<file path="src/core/sms_pkg.sv">
package sms_pkg;

    // ------------------------------------------------------------
    // Register offsets, bit positions and reset values.
    // ------------------------------------------------------------
    localparam logic [7:0] ADDR_DATA = 8'h08;
    localparam logic [7:0] ADDR_CTRL = 8'h09;
    localparam logic [7:0] ADDR_CLKPIN = 8'h0A;
    localparam logic [7:0] ADDR_MODE = 8'h0B;
    localparam logic [7:0] DATA_RST = 8'h00;
    localparam logic [7:0] CTRL_RST = 8'h11;
    localparam logic [7:0] CLKPIN_RST = 8'h05;
    localparam logic [7:0] MODE_RST = 8'h00;
    localparam int CTRL_CS = 0;
    localparam int CTRL_MASTER = 1;
    localparam int CTRL_ODIS = 2;
    localparam int CTRL_RDEN = 3;
    localparam int CTRL_AINC = 4;
    localparam int CTRL_SHARE = 5;
    localparam int CTRL_BUSY = 6;
    localparam int CLK_FN = 7;
    localparam int MODE_CPOL = 0;
    localparam int MODE_CPHA = 1;

    // ------------------------------------------------------------
    // Transfer and slave-link constants.
    // ------------------------------------------------------------
    localparam logic [3:0] EDGE_LAST = 4'hF;
    localparam logic [2:0] BIT_LAST = 3'h7;
    localparam logic [4:0] EDGES_PER_BYTE = 5'h10;
    localparam logic [7:0] SLV_KEY = 8'hA5;
    localparam logic [15:0] SLV_KEY_ADDR = 16'h000A;
    localparam logic [1:0] BUF_DEPTH = 2'h2;

    // ------------------------------------------------------------
    // Types.
    // ------------------------------------------------------------
    typedef enum logic {M_IDLE = 1'b0, M_RUN = 1'b1} sms_mst_t;
    typedef enum logic [2:0] {
        PH_CMD = 3'b000,
        PH_ADRH = 3'b001,
        PH_ADRL = 3'b010,
        PH_DUMMY = 3'b011,
        PH_DATA = 3'b100
    } sms_sph_t;
    typedef struct packed {logic wr; logic [15:0] addr; logic [7:0] data;} sms_req_t;
    typedef struct packed {logic wr; logic rd; logic [7:0] addr; logic [7:0] wdata;} sms_regreq_t;
    typedef struct packed {logic sck; logic selN; logic sdi; logic sdio;} sms_pin_in_t;
    typedef struct packed {
        logic sckOut; logic sckOe; logic selNOut; logic selNOe; logic sdoOut; logic sdoOe;
    } sms_pin_out_t;
    typedef struct packed {
        logic [7:0] ctrl, clkPin, mode, shift;
        sms_mst_t mst;
        logic [6:0] divCnt;
        logic [3:0] edgeCnt;
        logic rxb;
        logic [2:0] sckS, selNS, sdiS, sdioS;
        logic sckF, selNF, sdiF, sdioF, sckPrev;
        sms_sph_t sPh;
        logic [2:0] sBit;
        logic sCmdRd;
        logic [15:0] sAddr;
        logic [7:0] sRx, sTx;
        logic sLoad, sActive;
        logic [7:0] rdBuf;
        logic pend;
        sms_req_t pendReq;
        sms_req_t [1:0] bufMem;
        logic [1:0] bufCnt;
        logic bufValid;
        logic [7:0] rdData;
        sms_pin_out_t pinOut;
    } sms_state_t;

    localparam sms_pin_out_t PIN_RST = '{selNOut: 1'b1, default: 1'b0};
    localparam sms_state_t ST_RST = '{ctrl: CTRL_RST, clkPin: CLKPIN_RST, mode: MODE_RST,
        shift: DATA_RST, mst: M_IDLE, sPh: PH_CMD, selNS: 3'h7, selNF: 1'b1,
        pinOut: PIN_RST, default: '0};

endpackage

</file>
<file path="src/core/sms_port.sv">
`timescale 1ns/1ps
module sms_port (
    // Clock and reset.
    input wire logic core_clk,
    input wire logic rst_n,
    // Register port.
    input wire sms_pkg::sms_regreq_t regReq,
    output logic [7:0] regRdData,
    // Serial pins.
    input wire sms_pkg::sms_pin_in_t pinIn,
    output sms_pkg::sms_pin_out_t pinOut,
    // Slave access port towards internal registers.
    output sms_pkg::sms_req_t dmaReq,
    output logic dmaValid,
    input wire logic dmaReady,
    input wire logic dmaRdValid,
    input wire logic [7:0] dmaRdData
);
    import sms_pkg::*;

    // ------------------------------------------------------------
    // Reset release and state.
    // ------------------------------------------------------------
    logic [1:0] rstPipe_q;
    logic rstSyncN;
    sms_state_t q;
    sms_state_t d;
    logic isMaster, fnOn, cpol, cpha, share, mDin, sDin, tick, sample, rise, fall;
    logic startWr, startRd;
    logic [7:0] sByte;
    logic [1:0] cnt;
    sms_req_t req;

    function automatic logic [15:0] nextAddr(input logic [15:0] a, input logic inc);
        nextAddr = inc ? a + 16'h0001 : a;
    endfunction

    always_ff @(posedge core_clk or negedge rst_n) begin
        if (!rst_n) begin
            rstPipe_q <= 2'h0;
        end else begin
            rstPipe_q <= {rstPipe_q[0], 1'b1};
        end
    end
    assign rstSyncN = rstPipe_q[1];

    // ------------------------------------------------------------
    // Next-state logic.
    // ------------------------------------------------------------
    always_comb begin
        d = q;
        sByte = 8'h00;
        cnt = q.bufCnt;
        req = '0;
        isMaster = q.ctrl[CTRL_MASTER];
        fnOn = q.clkPin[CLK_FN];
        cpol = q.mode[MODE_CPOL];
        cpha = q.mode[MODE_CPHA];
        share = q.ctrl[CTRL_SHARE];
        mDin = share ? q.sdioF : q.sdiF;
        sDin = mDin;
        sample = 1'b0;
        // Pin filters: a level counts once the second and third stages agree.
        d.sckS = {q.sckS[1:0], pinIn.sck};
        d.selNS = {q.selNS[1:0], pinIn.selN};
        d.sdiS = {q.sdiS[1:0], pinIn.sdi};
        d.sdioS = {q.sdioS[1:0], pinIn.sdio};
        if (q.sckS[1] == q.sckS[2]) d.sckF = q.sckS[2];
        if (q.selNS[1] == q.selNS[2]) d.selNF = q.selNS[2];
        if (q.sdiS[1] == q.sdiS[2]) d.sdiF = q.sdiS[2];
        if (q.sdioS[1] == q.sdioS[2]) d.sdioF = q.sdioS[2];

        // Register port: read data is registered, writes take effect at once.
        if (regReq.rd) begin
            unique case (regReq.addr)
                ADDR_DATA: d.rdData = q.shift;
                ADDR_CTRL: d.rdData = {q.ctrl[7], q.mst == M_RUN, q.ctrl[5:0]};
                ADDR_CLKPIN: d.rdData = q.clkPin;
                ADDR_MODE: d.rdData = q.mode;
                default: d.rdData = 8'h00;
            endcase
        end
        startWr = isMaster && regReq.wr && regReq.addr == ADDR_DATA && q.mst == M_IDLE;
        startRd = isMaster && regReq.rd && regReq.addr == ADDR_DATA && q.mst == M_IDLE
            && q.ctrl[CTRL_RDEN];
        if (regReq.wr) begin
            unique case (regReq.addr)
                ADDR_CTRL: d.ctrl = regReq.wdata & ~(8'h01 << CTRL_BUSY);
                ADDR_CLKPIN: d.clkPin = regReq.wdata;
                ADDR_MODE: d.mode = regReq.wdata;
                default: ;
            endcase
        end

        // Master engine: sixteen clock edges per byte.
        tick = q.divCnt == q.clkPin[6:0];
        if (startWr || startRd) begin
            if (startWr) d.shift = regReq.wdata;
            d.mst = M_RUN;
            d.divCnt = 7'h00;
            d.edgeCnt = 4'h0;
        end else if (q.mst == M_RUN) begin
            if (tick) begin
                d.divCnt = 7'h00;
                d.pinOut.sckOut = ~q.pinOut.sckOut;
                sample = q.edgeCnt[0] == cpha;
                if (sample) begin
                    d.rxb = mDin;
                end else if (!(cpha && q.edgeCnt == 4'h0)) begin
                    d.shift = {q.shift[6:0], q.rxb};
                end
                if (q.edgeCnt == EDGE_LAST) begin
                    if (cpha) d.shift = {q.shift[6:0], mDin};
                    d.mst = M_IDLE;
                end
                d.edgeCnt = q.edgeCnt + 4'h1;
            end else begin
                d.divCnt = q.divCnt + 7'h01;
            end
        end else begin
            d.pinOut.sckOut = d.mode[MODE_CPOL];
        end

        // Two-entry buffer between slave link and access port.
        if (q.bufValid && dmaReady) begin
            cnt = q.bufCnt - 2'h1;
            d.bufMem[0] = q.bufMem[1];
        end
        if (q.pend && q.bufCnt != BUF_DEPTH) begin
            d.bufMem[cnt[0]] = q.pendReq;
            cnt = cnt + 2'h1;
            d.pend = 1'b0;
        end
        d.bufCnt = cnt;
        d.bufValid = cnt != 2'h0;
        if (dmaRdValid) d.rdBuf = dmaRdData;

        // Slave engine, framed by chip select; modes 0 and 3 both capture on rise.
        d.sckPrev = q.sckF;
        rise = q.sckF && !q.sckPrev;
        fall = !q.sckF && q.sckPrev;
        if (isMaster || q.selNF) begin
            d.sPh = PH_CMD;
            d.sBit = 3'h0;
            d.sLoad = 1'b0;
            d.sTx = q.rdBuf;
        end else if (rise) begin
            sByte = {q.sRx[6:0], sDin};
            d.sRx = sByte;
            d.sBit = q.sBit + 3'h1;
            if (q.sBit == BIT_LAST) begin
                unique case (q.sPh)
                    PH_CMD: begin
                        d.sCmdRd = sByte[7];
                        d.sPh = PH_ADRH;
                    end
                    PH_ADRH: begin
                        d.sAddr[15:8] = sByte;
                        d.sPh = PH_ADRL;
                    end
                    PH_ADRL: begin
                        d.sAddr[7:0] = sByte;
                        d.sPh = PH_DUMMY;
                        req = '{wr: 1'b0, addr: {q.sAddr[15:8], sByte}, data: 8'h00};
                        d.pend = q.sCmdRd && q.sActive;
                        d.sLoad = 1'b1;
                    end
                    PH_DUMMY, PH_DATA: begin
                        d.sPh = PH_DATA;
                        d.sLoad = 1'b1;
                        if (q.sPh == PH_DATA) begin
                            d.sAddr = nextAddr(q.sAddr, q.ctrl[CTRL_AINC]);
                            if (!q.sCmdRd && q.sAddr == SLV_KEY_ADDR) begin
                                d.clkPin = sByte;
                                if (sByte == SLV_KEY) d.sActive = 1'b1;
                            end else if (!q.sCmdRd) begin
                                req = '{wr: 1'b1, addr: q.sAddr, data: sByte};
                                d.pend = q.sActive;
                            end
                        end
                    end
                    default: d.sPh = PH_CMD;
                endcase
            end
        end else if (fall) begin
            if (q.sLoad) begin
                d.sTx = q.rdBuf;
                d.sLoad = 1'b0;
                if (q.sPh == PH_DATA && q.sCmdRd) begin
                    req = '{wr: 1'b0, addr: nextAddr(q.sAddr, q.ctrl[CTRL_AINC]), data: 8'h00};
                    d.pend = q.sActive;
                end
            end else begin
                d.sTx = {q.sTx[6:0], 1'b0};
            end
        end
        if (d.pend && !q.pend) d.pendReq = req;
        if (d.pend && q.pend && (req != '0)) d.pendReq = req;

        // Pin outputs, released unless the serial function owns the pins.
        d.pinOut.sckOe = d.clkPin[CLK_FN] && d.ctrl[CTRL_MASTER];
        d.pinOut.selNOut = d.ctrl[CTRL_CS];
        d.pinOut.selNOe = d.clkPin[CLK_FN] && d.ctrl[CTRL_MASTER];
        if (d.ctrl[CTRL_MASTER]) begin
            // The data line holds on sampling edges, so the far side never sees it move.
            if (!sample) d.pinOut.sdoOut = d.shift[7];
            d.pinOut.sdoOe = d.clkPin[CLK_FN] && !d.ctrl[CTRL_ODIS]
                && !(d.ctrl[CTRL_SHARE] && d.ctrl[CTRL_RDEN]);
        end else begin
            d.pinOut.sdoOut = d.sTx[7];
            d.pinOut.sdoOe = d.clkPin[CLK_FN] && d.sActive && !d.selNF && d.sCmdRd
                && (d.sPh == PH_DATA);
        end
    end

    always_ff @(posedge core_clk or negedge rstSyncN) begin
        if (!rstSyncN) begin
            q <= ST_RST;
        end else begin
            q <= d;
        end
    end

    assign regRdData = q.rdData;
    assign pinOut = q.pinOut;
    assign dmaReq = q.bufMem[0];
    assign dmaValid = q.bufValid;

    // ------------------------------------------------------------
    // Checks.
    // ------------------------------------------------------------
    // Helper counters measure clock edges and half periods of a byte.
    logic [4:0] toggCnt;
    logic [6:0] halfCnt;
    always_ff @(posedge core_clk or negedge rstSyncN) begin
        if (!rstSyncN) begin
            toggCnt <= 5'h00;
            halfCnt <= 7'h00;
        end else begin
            if (q.mst == M_IDLE) toggCnt <= 5'h00;
            else if (q.pinOut.sckOut != d.pinOut.sckOut) toggCnt <= toggCnt + 5'h01;
            if (q.mst == M_IDLE || q.pinOut.sckOut != d.pinOut.sckOut) halfCnt <= 7'h00;
            else halfCnt <= halfCnt + 7'h01;
        end
    end

    a_slave_after_reset: assert property (@(posedge core_clk)
        $rose(rstSyncN) |-> !q.ctrl[CTRL_MASTER]) else $error("not slave after reset");
    a_pins_released: assert property (@(posedge core_clk) disable iff (!rstSyncN)
        !q.clkPin[CLK_FN] |-> !(pinOut.sckOe || pinOut.selNOe || pinOut.sdoOe))
        else $error("pins driven without serial function");
    a_half_period: assert property (@(posedge core_clk) disable iff (!rstSyncN)
        (q.mst == M_RUN && q.pinOut.sckOut != d.pinOut.sckOut && $stable(q.clkPin))
        |-> halfCnt == q.clkPin[6:0]) else $error("half period length wrong");
    a_eight_clocks: assert property (@(posedge core_clk) disable iff (!rstSyncN)
        $fell(q.mst == M_RUN) |-> $past(toggCnt) == EDGES_PER_BYTE - 5'h01)
        else $error("byte did not take sixteen edges");
    a_idle_level: assert property (@(posedge core_clk) disable iff (!rstSyncN)
        (q.mst == M_IDLE && $past(q.mst == M_IDLE) && $stable(q.mode))
        |-> pinOut.sckOut == q.mode[MODE_CPOL]) else $error("idle clock level wrong");
    a_select_follows: assert property (@(posedge core_clk) disable iff (!rstSyncN)
        (q.ctrl[CTRL_MASTER] && q.clkPin[CLK_FN]) |-> pinOut.selNOe
        && pinOut.selNOut == q.ctrl[CTRL_CS]) else $error("select does not follow control");
    a_output_disable: assert property (@(posedge core_clk) disable iff (!rstSyncN)
        (q.ctrl[CTRL_MASTER] && q.ctrl[CTRL_ODIS]) |-> !pinOut.sdoOe)
        else $error("data driven while disabled");
    a_busy_read: assert property (@(posedge core_clk) disable iff (!rstSyncN)
        (regReq.rd && regReq.addr == ADDR_CTRL) |=> regRdData[CTRL_BUSY] == $past(q.mst == M_RUN))
        else $error("busy flag wrong");
    a_start_busy: assert property (@(posedge core_clk) disable iff (!rstSyncN)
        (startWr || startRd) |=> q.mst == M_RUN ##1 q.mst == M_RUN)
        else $error("busy did not set on start");
    a_slave_gate: assert property (@(posedge core_clk) disable iff (!rstSyncN)
        !q.sActive |-> !dmaValid && !q.pend) else $error("slave access before activation");
    a_read_gate: assert property (@(posedge core_clk) disable iff (!rstSyncN)
        (regReq.rd && regReq.addr == ADDR_DATA && q.mst == M_IDLE && !q.ctrl[CTRL_RDEN])
        |=> q.mst == M_IDLE) else $error("data read started clocks without read enable");
    a_share_quiet: assert property (@(posedge core_clk) disable iff (!rstSyncN)
        (q.ctrl[CTRL_MASTER] && q.ctrl[CTRL_SHARE] && q.ctrl[CTRL_RDEN]) |-> !pinOut.sdoOe)
        else $error("shared line driven while reading");
    a_slave_launch: assert property (@(posedge core_clk) disable iff (!rstSyncN)
        (!q.ctrl[CTRL_MASTER] && pinOut.sdoOe && $changed(pinOut.sdoOut)) |-> $past(fall))
        else $error("slave data moved off a falling clock");
    a_end_idle: assert property (@(posedge core_clk) disable iff (!rstSyncN)
        $fell(q.mst == M_RUN) |-> pinOut.sckOut == q.mode[MODE_CPOL])
        else $error("clock not idle after the eighth pulse");
endmodule

</file>
<file path="config.mk">
export PLATFORM = sky130hd
export DESIGN_NAME = sms_port
export DESIGN_NICKNAME = d
export VERILOG_FILES = /design/src/core/sms_pkg.sv /design/src/core/sms_port.sv
export SDC_FILE = /design/constraint.sdc
export NUM_CORES = 1
export LEC_CHECK = 0
export ABC_AREA = 0
export BUFFER_PORTS_ARGS = -buffer_cell sky130_fd_sc_hd__buf_2
export CAP_MARGIN = 0
export CELL_PAD_IN_SITES_DETAIL_PLACEMENT = 1
export CELL_PAD_IN_SITES_GLOBAL_PLACEMENT = 1
export CORE_MARGIN = 4
export CORE_UTILIZATION = 30
export DETAILED_ROUTE_END_ITERATION = 12
export PLACE_DENSITY_LB_ADDON = 0.1
export SLEW_MARGIN = 20
export SYNTH_ARGS = -nofsm -noshare
export SYNTH_HDL_FRONTEND = slang
export SYNTH_SLANG_ARGS = --single-unit
</file>
<file path="constraint.sdc">
create_clock -name core_clk -period 6.3 [get_ports core_clk]
set_input_delay 0.63 -clock core_clk [delete_from_list [all_inputs] [get_ports core_clk]]
set_output_delay 0.63 -clock core_clk [all_outputs]
set_load 0.02 [all_outputs]
</file>
==> results of run 1 <==
-- metrics by stage --
step	instance area, um2	hold slack [ps]	std cells
floorplan	10000	331	948
global placement	10500	320	1381
detailed placement	10500	313	1381
CTS	11400	165	1429
global route	11400	167	1429
finish	11400	201	1429
-- where the power goes --
| group | switching (mW) | internal, mW | total (mW) |
|---|---|---|---|
| clock network | 0.588 | 0.925 | 1.51 |
| logic | 0.335 | 0.265 | 0.600 |
| registers | 0.182 | 1.48 | 1.66 |
| total | 1.10 | 2.67 | 3.77 |
-- how the worst max path moves through the flow --
stage	from	endpoint	slack, ps	depth (start not counted)
finish	d[142]	q[67]	2130	7
global route	d[142]	q[82]	1650	8
CTS	d[142]	q[75]	1700	8
detailed placement	d[142]	q[82]	1710	8
global placement	d[142]	q[82]	1810	8
floorplan	rstPipe_q[1]	cpha	270	0
-- area by class of cell --
cell class	count	area share [%]
timing repair buffer	83	4.00
clock inverter	11	1.13
tap	442	4.86
sequential	202	44.5
inverter	42	1.38
clock buffer	36	6.66
multi-input combinational	613	37.4
-- state kept, by name (all words and copies together) (netlist names) --
signal and cells:
isMaster 1, d 9, cpha 1, q 149
regRdData 8, dmaReq 25, cpol 1, fnOn 1
rstPipe_q 2, dmaValid 1, pinOut 4
-- cells in the final DEF (no fill, tap or decap), types with 4 or more instances in the layout --
cell | synthesis | routed
clkbuf_8 | 0 | 7
o21ai_0 | 70 | 70
mux4_2 | 8 | 8
o31ai_1 | 5 | 5
maj3_1 | 4 | 4
nand2_1 | 92 | 92
nor2_1 | 57 | 56
nor3_1 | 10 | 9
a22oi_1 | 7 | 7
xor2_1 | 9 | 9
nand4_1 | 11 | 11
mux2_4 | 4 | 4
buf_2 | 11 | 73
and4_1 | 4 | 4
a41oi_1 | 4 | 4
mux2_2 | 58 | 58
dfrtp_1 | 194 | 193
nor4_1 | 5 | 5
o22a_1 | 10 | 10
nand3_1 | 25 | 25
and2_1 | 8 | 8
or3_1 | 6 | 6
a211oi_1 | 6 | 6
and3_1 | 9 | 9
clkbuf_16 | 0 | 26
dfstp_2 | 8 | 8
o2bb2ai_1 | 4 | 4
a21oi_1 | 49 | 49
mux2i_1 | 49 | 49
nor3b_1 | 4 | 4
clkinv_2 | 0 | 5
ha_1 | 11 | 11
inv_1 | 42 | 42
a31oi_1 | 10 | 10
xnor2_1 | 10 | 10
o22ai_1 | 18 | 18
buf_4 | 40 | 8
-- metal layers --
| layer | wire [um] | track usage (%) |
|---|---|---|
| met4 | 501 | 3.26 |
| met3 | 948 | 2.22 |
| met2 | 11600 | 22.8 |
| met5 | 0 | 0 |
| met1 | 13700 | 22.7 |
-- repair_timing --
action | in CTS | in global routing
hold buffers | 1 | 0
setup endpoints to repair | 0 | 0
endpoints found under the hold margin | 2 | 0
-- worst max-delay path, stage by stage, from the launching register on --
cell and delay (ps):
dfrtp_1 410, ha_1 340, nor2b_1 730, nand4_1 520, o311ai_0 760, nor2_1 210
a41oi_4 670, mux2_2 410
-- kinds of logic after synthesis --
family                     after synthesis  share of synthesized area [%]
muxes                                  119                           13.8
xor gates and xnor gates                19                           1.66
DFF                                    202                           50.7
AOI/OAI and AO/OA                      205                           12.7
adders and majority gates               15                           1.78
other                                    1                         0.0375
and+or+nand+nor                        254                           12.4
buffers and inverters                  133                           6.95
==> qor.yml, run 1 <==
synth:
  synth.most_common_cell: "dfrtp_1"
  post_synth_inst_count: 948
  netlist.area_leader.share_pct: 48.6
  synth-edff-count: 0
  syn_avg_cell_area_um2: 10.5
  synth_warnings: 0
  ys_seq_area_share_pct: 50.7
  synth_fp_nets: 993
  ys_top_cells_by_count: "194 x dfrtp_1, 92 x nand2_1, 70 x o21ai_0, 58 x mux2_2, 57 x nor2_1"
  synth.distinct_cells: 70
  ys_top_cells_by_area: "dfrtp_1 49%, mux2_2 6.5%, mux2i_1 4.9%, o21ai_0 3.5%, nand2_1 3.5%"
  async_reset_ff_share_pct: 100
  synthesis.area_um2: 10000
  synth_seq_cells: 202
  synth_largest_area_cell: "dfrtp_1"
  synth_ff_type: "dfrtp_1"
routing:
  via_count: 7090
  drtPass1Iterations: 4
  drc_errors: 0
  routed_wl_um: 26800
  via_per_inst: 4.96
  routedWlPerCell_um: 18.8
  first_iter_violations: 331
  antenna_left: 0
sta:
  rsz0062_at_grt: "no"
  min_period_over_period_pct: 66.2
  period_needed_ps: 4170
  tightest_slew_ps: 1040
  hold_viol: 0
  clock_skew_ps: 8.49
  tns_ps: 0
  fmax_mhz: 240
  drv_slew: 0
  relSlewSlack_pct: 30.6
  fin_ws_ps: 2130
  setup_violations: 0
die:
  die_w_um: 191
  dieHeight_um: 191
  start_util_pct: 30.6
  floorplan.rows: 66
  die-area_um2: 36300
  core_area_um2: 32700
  ios: 74
pwr:
  leakage_nw: 5.04
  power.density_nw_per_um2: 331
  peakVddDrop_v: 0.000223
  total_power_mw: 3.77
clock_network:
  cts_made_buffers: 26
  cts_setup_buffers: 0
  cts-htree-levels: 1
  cts_buffer_depth: 3
  cts.clk_slew.worst_paths_ps: 60
  cts_num_sinks: 202
  cts.root.buffer_cell: "clkbuf_16"
  cts_tree: "built"
  cts_repair_resize_count: 0
  insertion_delay_ps: 530
worst_hold_path:
  whs_path_depth: 1
  min_to: "d[154]"
  hold_class: "in -> reg"
  hp-start: "pinIn[2]"
run_status:
  outcome: "completed"
place:
  hpwl_um: 18600
  dpl_worst_slack_ps: 1710
  gp_congestion: 0.761
  numPortBuffers: 73
worst_setup_path:
  r2r_start: "d[142]"
  worstPathArrival_ps: 4580
  crit_type: "reg -> reg"
  r2r_cells: 7
  required_ps: 6710
  rr_endpoint: "q[67]"
  crit_path_end_kind: "register"
  crit_fanout: 19
  start_kind: "register"
  rrSetupSlack_ps: 2130
layout:
  multi_input_area_um2: 4260
  utilization_pct: 34.8
  area_growth_pct: 13.9
  num_antenna_cells: 0
  num-fill-cells: 3679
  seq_area_um2: 5070
  fin_nets: 1013
  layout-drive-gt1-share_pct: 22.5
grt:
  antenna_found_initial: 0
  gr-usage-all-layers_pct: 15.0
  first_global_vias: 7439
  grt_max_degree: 167
  overflow: 0
  grt_pass1_wl_um: 43800
job:
  maxCapViolations: 0
Note: power is estimated with default switching activity, not from simulation.
==> run 2, diff against run 1 <==
--- a/config.mk
+++ b/config.mk
@@ -5,7 +5,7 @@
 export SDC_FILE = /design/constraint.sdc
 export NUM_CORES = 1
 export LEC_CHECK = 0
-export ABC_AREA = 0
+export ABC_AREA = 1
 export BUFFER_PORTS_ARGS = -buffer_cell sky130_fd_sc_hd__buf_2
 export CAP_MARGIN = 0
 export CELL_PAD_IN_SITES_DETAIL_PLACEMENT = 1
==> constraint.sdc (replaced) <==
create_clock -name core_clk -period 3.37 [get_ports core_clk]
set_input_delay 0.337 -clock core_clk [delete_from_list [all_inputs] [get_ports core_clk]]
set_output_delay 0.337 -clock core_clk [all_outputs]
set_load 0.02 [all_outputs]
==> run 2 against run 1 <==
  * First-iteration DRC count up 11%
  * Fmax up 55%
  * Via count up 20%
  * Clock skew up 3.7 ps
  * Global-route usage up 1.4 points
  * Critical endpoint is now q[70]
  * Highest routed layer unchanged
==> qor.yml, run 2 <==
run_status:
  outcome: "completed"  # unchanged
die:
  start_util_pct: 30.7  # was 30.6%
  core_area_um2: 33900  # was 32700 um2
  dieHeight_um: 194  # was 191 um
  die-area_um2: 37700  # was 36300 um2
  floorplan.rows: 67  # was 66
  ios: 74  # unchanged
  die_w_um: 194  # was 191 um
layout:
  regMostFlops: "q"  # unchanged
  multi_input_area_um2: 4320  # was 4260 um2
  final_cell_mix: "314 x nand2_1, 193 x dfrtp_1, 133 x inv_1, 101 x nand3_1, 100 x nor2_1"  # was 193 x dfrtp_1, 92 x nand2_1, 73 x buf_2, 70 x o21ai_0, 58 x mux2_2
  layout-drive-gt1-share_pct: 16.4  # was 22.5%
  num-fill-cells: 4066  # was 3679
  fin_nets: 1348  # was 1013
  largest_reg_flops: 149  # unchanged
  seq_area_um2: 5070  # unchanged
  num_antenna_cells: 0  # unchanged
  area_growth_pct: 14.8  # was 13.9%
  layout_commonest_cell: "nand2_1"  # was dfrtp_1
synth:
  synthAdderAreaFrac_pct: 1.71  # was 1.78%
  synth_largest_area_cell: "dfrtp_1"  # unchanged
  ys_top_cells_by_count: "314 x nand2_1, 194 x dfrtp_1, 133 x inv_1, 101 x nand3_1, 100 x nor2_1"  # was 194 x dfrtp_1, 92 x nand2_1, 70 x o21ai_0, 58 x mux2_2, 57 x nor2_1
  syn_avg_cell_area_um2: 8.31  # was 10.5 um2
  synth_ff_type: "dfrtp_1"  # unchanged
  synth_fp_nets: 1298  # was 993
  synth_compound_area_share_pct: 11.1  # was 12.7%
  netlist.area_leader.share_pct: 46.6  # was 48.6%
  ys_seq_area_share_pct: 48.7  # was 50.7%
  post_synth_inst_count: 1253  # was 948
  muxShareOfSynthArea_pct: 3.03  # was 13.8%
  async_reset_ff_share_pct: 100  # unchanged
  synth_xor_area_share_pct: 1.09  # was 1.66%
  synthesis.area_um2: 10400  # was 10000 um2
  synth_simple_gate_area_share_pct: 24.6  # was 12.4%
  synth.distinct_cells: 49  # was 70
  synth_seq_cells: 202  # unchanged
  synth_warnings: 0  # unchanged
  synth-edff-count: 0  # unchanged
  synth.most_common_cell: "nand2_1"  # was dfrtp_1
  synth_top_family_by_area: "simple AND/OR/NAND/NOR gates"  # was multiplexers
  ys_top_cells_by_area: "dfrtp_1 47%, nand2_1 11%, nand3_1 4.9%, inv_1 4.8%, o21ai_0 4.3%"  # was dfrtp_1 49%, mux2_2 6.5%, mux2i_1 4.9%, o21ai_0 3.5%, nand2_1 3.5%
sta:
  tns_ps: 0  # unchanged
  min_period_over_period_pct: 79.6  # was 66.2%
  clock_skew_ps: 12.1  # was 8.49 ps
  relSlewSlack_pct: 55.4  # was 30.6%
  period_needed_ps: 2680  # was 4170 ps
  drv_slew: 0  # unchanged
  fmax_mhz: 373  # was 240 MHz
  tightest_slew_ps: 670  # was 1040 ps
  rsz0062_at_grt: "no"  # unchanged
  hold_viol: 0  # unchanged
  setup_violations: 0  # unchanged
routing:
  routedWlPerCell_um: 17.4  # was 18.8 um
  top_layer_used: "met4"  # unchanged
  met2_length_um: 13800  # was 11600 um
  via_per_inst: 4.80  # was 4.96
  first_iter_violations: 366  # was 331
  wl_met3_um: 797  # was 948 um
  via_count: 8495  # was 7090
  drtPass1Iterations: 5  # was 4
  wl_met1_um: 15600  # was 13700 um
  routed_wl_um: 30800  # was 26800 um
  antenna_left: 0  # unchanged
  drc_errors: 0  # unchanged
place:
  numPortBuffers: 73  # unchanged
  hpwl_um: 22700  # was 18600 um
  gp_congestion: 0.841  # was 0.761
clock_network:
  cts_repair_resize_count: 0  # unchanged
  cts_made_buffers: 26  # unchanged
  cts.clk_slew.worst_paths_ps: 60  # about the same
  cts-htree-levels: 1  # unchanged
  cts.root.buffer_cell: "clkbuf_16"  # unchanged
  hold_buffers: 9  # was 1
  cts_num_sinks: 202  # unchanged
  cts_buffer_depth: 3  # unchanged
  cts_setup_buffers: 0  # unchanged
  insertion_delay_ps: 530  # about the same
  cts_tree: "built"  # unchanged
grt:
  antenna_found_initial: 0  # unchanged
  first_global_vias: 8898  # was 7439
  overflow: 0  # unchanged
  grt_pass1_wl_um: 51000  # was 43800 um
  grt_max_degree: 68  # was 167
  gr-usage-all-layers_pct: 16.4  # was 15.0%
worst_setup_path:
  start_kind: "register"  # unchanged
  worstPathArrival_ps: 3100  # was 4580 ps
  crit_path_end_kind: "register"  # unchanged
  crit_type: "reg -> reg"  # unchanged
  crit_fanout: 25  # was 19
  required_ps: 3790  # was 6710 ps
pwr:
  power.density_nw_per_um2: 558  # was 331 nW/um2
  leakage_nw: 6.04  # was 5.04 nW
  total_power_mw: 6.67  # was 3.77 mW
  peakVddDrop_v: 0.000339  # was 0.000223 V
job:
  maxCapViolations: 0  # unchanged
worst_hold_path:
  hold_class: "in -> reg"  # unchanged
run 2: cell count changes in the layout (fill, tap and decap cells not counted), moves of 19 or more:
cell and delta:
a21oi_1 -32, a31oi_1 +24, inv_1 +91, mux2_2 -30, mux2i_1 -49, nand2_1 +222, nand3_1 +76, nor2_1 +44
o21ai_0 +19
run 2: final timing paths:
kind                         startpoint           end  slack (ps)  cells after the start
max                              q[142]         q[70]         690                     17
min                        dmaRdData[5]         q[98]          20                      3
max reg2reg                      q[142]         q[70]         690                     17
min reg2reg                rstPipe_q[1]        q[133]         330                      0
max in group asynchronous  rstPipe_q[1]        d[154]        2210                      1
min in group asynchronous         rst_n  rstPipe_q[1]         120                      2
run 2: report_power, final:
group | total, mW | switching, mW | internal [mW] | leakage, nW
clock | 2.74 | 1.08 | 1.66 | 0.411
combinational | 1.05 | 0.691 | 0.357 | 3.04
sequential | 2.88 | 0.211 | 2.67 | 2.59
run 2: worst max-delay path: stages (launching register included):
cell,delay [ps]
dfrtp_1,380
inv_1,60
ha_1,280
nand2_1,150
nor2_4,320
nand2_1,150
inv_2,160
nand2_1,70
o21ai_1,110
nor2_2,70
nand2_1,70
nor2_1,50
nand2_1,100
nor2_4,50
nand2_4,120
nand2_4,220
nand2_1,140
nand2_1,50
run 2: kinds of logic (layout without fill, tap and decap cells):
logic type | Yosys count | count (layout)
muxes | 28 | 28
xor gates and xnor gates | 13 | 13
AOI/OAI and AO/OA | 193 | 193
DFF | 202 | 202
buffers and inverters | 221 | 290
and+or+nand+nor | 580 | 580
adders and majority gates | 15 | 15
other | 1 | 1
run 2: through the flow:
stage	instance area, um2	cells	utilization [%]	hold WS [ps]	worst slack, ps
after floorplan	10400	1253	-	41.4	50.0
after global placement	11000	1714	32.5	125	696
after detailed placement	11000	1714	32.5	125	654
after CTS	12000	1770	35.3	1.70	652
after global routing	12000	1770	35.3	9.81	310
final	12000	1770	35.3	24.6	686
run 2: layout make-up:
cell class                      count  share of cell area (%)
Sequential cell                   202                    42.4
Clock buffer                       39                    6.19
Inverter                          141                    4.43
Timing Repair Buffer              102                    5.28
Tap cell                          448                    4.69
Multi-Input combinational cell    830                    36.1
Clock inverter                      8                   0.869
run 2: metal layers:
| metal | GRT usage [%] | up-vias |
|---|---|---|
| met5 | 0 | - |
| met4 | 2.97 | 0 |
| met3 | 1.95 | 32 |
| met2 | 25.7 | 105 |
| met1 | 24.7 | 4180 |
| li1 | - | 4178 |
==> run 3, diff against run 2 <==
==> constraint.sdc (replaced) <==
create_clock -name core_clk -period 2.2 [get_ports core_clk]
set_input_delay 0.22 -clock core_clk [delete_from_list [all_inputs] [get_ports core_clk]]
set_output_delay 0.22 -clock core_clk [all_outputs]
set_load 0.02 [all_outputs]
==> run 3 against run 2 <==
  * The flow now finishes with violations (negative setup slack)
  * Critical endpoint is now q[67]
  * Cell count up 7.9%
  * Critical path depth unchanged
  * Core utilization up 4.4 points
  * Sequential share of layout area down 4.7 points
  * Critical path type unchanged
  * Largest power group is now clock
  * First-iteration DRC count up 23%
  * Non-clock buffer count up 137
==> qor.yml, run 3 (synthesis gave the netlist of run 2 again) <==
sta:
  rsz0062_at_grt: "yes"  # was no
  fmax_mhz: 435  # was 373 MHz
  drv_slew: 0  # unchanged
  clock_skew_ps: 9.48  # was 12.1 ps
  fin_ws_ps: -100  # was 686 ps
  tightest_slew_ps: 617  # was 670 ps
  setup_violations: 25  # was 0
  tns_ps: -2160  # was 0 ps
  relSlewSlack_pct: 58.4  # was 55.4%
  hold_viol: 0  # unchanged
  min_period_over_period_pct: 105  # was 79.6%
  period_needed_ps: 2300  # was 2680 ps
pwr:
  clkPwrFrac_pct: 42.9  # was 41.1%
  p_switching_mw: 3.07  # was 1.98 mW
  pwr-share-comb_pct: 16.4  # was 15.7%
  netSwitchingFraction_pct: 28.5  # was 29.7%
  seqPwrFrac_pct: 40.7  # was 43.2%
  leakage_nw: 6.83  # was 6.04 nW
  power.density_nw_per_um2: 803  # was 558 nW/um2
  p_int_mw: 7.72  # was 4.69 mW
  total_power_mw: 10.8  # was 6.67 mW
  peakVddDrop_v: 0.000558  # was 0.000339 V
die:
  die_w_um: 194  # unchanged
  dieHeight_um: 194  # unchanged
  ios: 74  # unchanged
  core_area_um2: 33900  # unchanged
  die-area_um2: 37700  # unchanged
  floorplan.rows: 67  # unchanged
  start_util_pct: 30.7  # unchanged
place:
  place_area_um2: 12000  # was 11000 um2
  numPortBuffers: 73  # unchanged
  gp_congestion: 0.825  # was 0.841
  hpwl_um: 23500  # was 22700 um
clock_network:
  cts-htree-levels: 1  # unchanged
  cts_tree: "built"  # unchanged
  cts.clk_slew.worst_paths_ps: 60  # about the same
  cts.root.buffer_cell: "clkbuf_16"  # unchanged
  cts_buffer_depth: 3  # unchanged
  cts_num_sinks: 202  # unchanged
  insertion_delay_ps: 540  # was 530 ps
  cts_made_buffers: 27  # was 26
grt:
  overflow: 0  # unchanged
  antenna_found_initial: 0  # unchanged
  gr-usage-all-layers_pct: 16.8  # was 16.4%
  grt_max_degree: 82  # was 68
  first_global_vias: 9427  # was 8898
  grt_pass1_wl_um: 52700  # was 51000 um
routing:
  antenna_left: 0  # unchanged
  first_iter_violations: 449  # was 366
  routedWlPerCell_um: 16.7  # was 17.4 um
  met2_length_um: 14100  # was 13800 um
  via_per_inst: 4.75  # was 4.80
  wl_met1_um: 16200  # was 15600 um
  via_count: 9070  # was 8495
  wl_met3_um: 969  # was 797 um
  routed_wl_um: 31800  # was 30800 um
  drtPass1Iterations: 4  # was 5
  drc_errors: 0  # unchanged
  top_layer_used: "met4"  # unchanged
layout:
  largest_reg_flops: 149  # unchanged
  layout-drive-gt1-share_pct: 27.2  # was 16.4%
  num_antenna_cells: 0  # unchanged
  postLayoutCellArea_um2: 13400  # was 12000 um2
  num-fill-cells: 4029  # was 4066
  seq_area_um2: 5070  # about the same
  layout_commonest_cell: "nand2_1"  # unchanged
  area_growth_pct: 29.2  # was 14.8%
  fin_nets: 1486  # was 1348
  regMostFlops: "q"  # unchanged
  final_cell_mix: "304 x nand2_1, 192 x dfrtp_1, 133 x buf_4, 129 x inv_1, 95 x nor2_1"  # was 314 x nand2_1, 193 x dfrtp_1, 133 x inv_1, 101 x nand3_1, 100 x nor2_1
  multi_input_area_um2: 4520  # was 4320 um2
worst_setup_path:
  crit_fanout: 11  # was 25
  path_buf_inv: 2  # unchanged
  start_kind: "register"  # unchanged
  r2r_start: "q[136]"  # was q[142]
  path_delay_family: "simple AND/OR/NAND/NOR gates"  # unchanged
  worstPathArrival_ps: 2730  # was 3100 ps
  critical-path-max-stage-delay_ps: 380  # about the same
  cp_slowest_cell: "dfrtp_1"  # unchanged
  crit_type: "reg -> reg"  # unchanged
  r2r_cells: 17  # unchanged
  cp_common_cell: "nand2_1"  # unchanged
  crit_path_end_kind: "register"  # unchanged
  rrSetupSlack_ps: -100  # was 690 ps
  rr_endpoint: "q[67]"  # was q[70]
  crit_chain: "ha_2 > ha_4 > nand2_4 > nor2_4 > buf_6 > nand4_1 > nand2_1 > nor2_1 > nand2_1 > nor2_1 > nand2_1 > nor2_4 > nand2_4 > nand2_4 > buf_12 > nand2_1 > nand2_1"  # was inv_1 > ha_1 > nand2_1 > nor2_4 > nand2_1 > inv_2 > nand2_1 > o21ai_1 > nor2_2 > nand2_1 > nor2_1 > nand2_1 > nor2_4 > nand2_4 > nand2_4 > nand2_1 > nand2_1
  required_ps: 2630  # was 3790 ps
worst_hold_path:
  hold_class: "in -> async"  # was in -> reg
run_status:
  violations: "negative setup slack"
  outcome: "complete, but fails checks"  # was completed
job:
  maxCapViolations: 0  # unchanged
## run 3: cell types whose count changed in the layout (fill, tap and decap cells not counted), sizes merged
cell	delta
bufinv	+2
clkinv	-2
clkbuf	+1
dlygate4sd3	+8
buf	+129
inv	+1
## run 3: repair_timing
item                       CTS  global route
resized for setup           56            11
setup endpoints to repair   28            33
buffers inserted            16             1
hold buffers                17             0
hold endpoints to repair    19             0
pin swaps                    9             8
## run 3: area by class of cell
cell class                 count  share of cell area (%)
inverter                     141                    3.95
timing repair buffer         239                    13.5
sequential                   202                    37.7
tap                          448                    4.17
clock inverter                 9                    1.13
multi-input combinational    830                    33.6
clock buffer                  40                    5.98
## run 3: worst max-delay path by stage
stage                start  endpoint  slack, ps  cells past startpoint
floorplan           q[136]     q[89]         20                     17
global placement    q[136]     q[83]       -230                     17
detailed placement  q[136]     q[73]       -270                     17
CTS                 q[200]     q[80]        -70                     15
global route        q[119]     q[77]       -290                     20
finish              q[136]     q[67]       -100                     17
## run 3: power by group through the flow
stage	sequential (mW)	clock, mW	combinational, mW
finish	4.40	4.63	1.77
global route	4.44	4.95	2.01
CTS	4.40	4.80	1.79
detailed placement	4.46	0	1.75
global placement	4.45	0	1.72
floorplan	4.40	0	1.18
## run 3: worst register-to-register path, stage by stage, from the launching register on
cell and delay (ps):
dfrtp_1 380, ha_2 200, ha_4 150, nand2_4 60
nor2_4 210, buf_6 160, nand4_1 160, nand2_1 130
nor2_1 50, nand2_1 60, nor2_1 50, nand2_1 90
nor2_4 50, nand2_4 90, nand2_4 80, buf_12 160
nand2_1 60, nand2_1 50
## run 3: per-layer routing
layer	GRT usage [%]	up-vias
met1	25.3	4443
met3	2.00	45
met5	0	-
met4	3.62	0
li1	-	4450
met2	26.2	132
## run 3: metrics by stage
step	hold slack, ps	std cells	util, %	setup slack (ps)
after floorplan	-75.6	1253	-	17.0
after global placement	6.69	1826	35.3	-230
after detailed placement	9.83	1826	35.3	-272
after CTS	5.03	1908	39.6	-66.9
after global routing	13.8	1909	39.7	-286
final	17.3	1909	39.7	-100
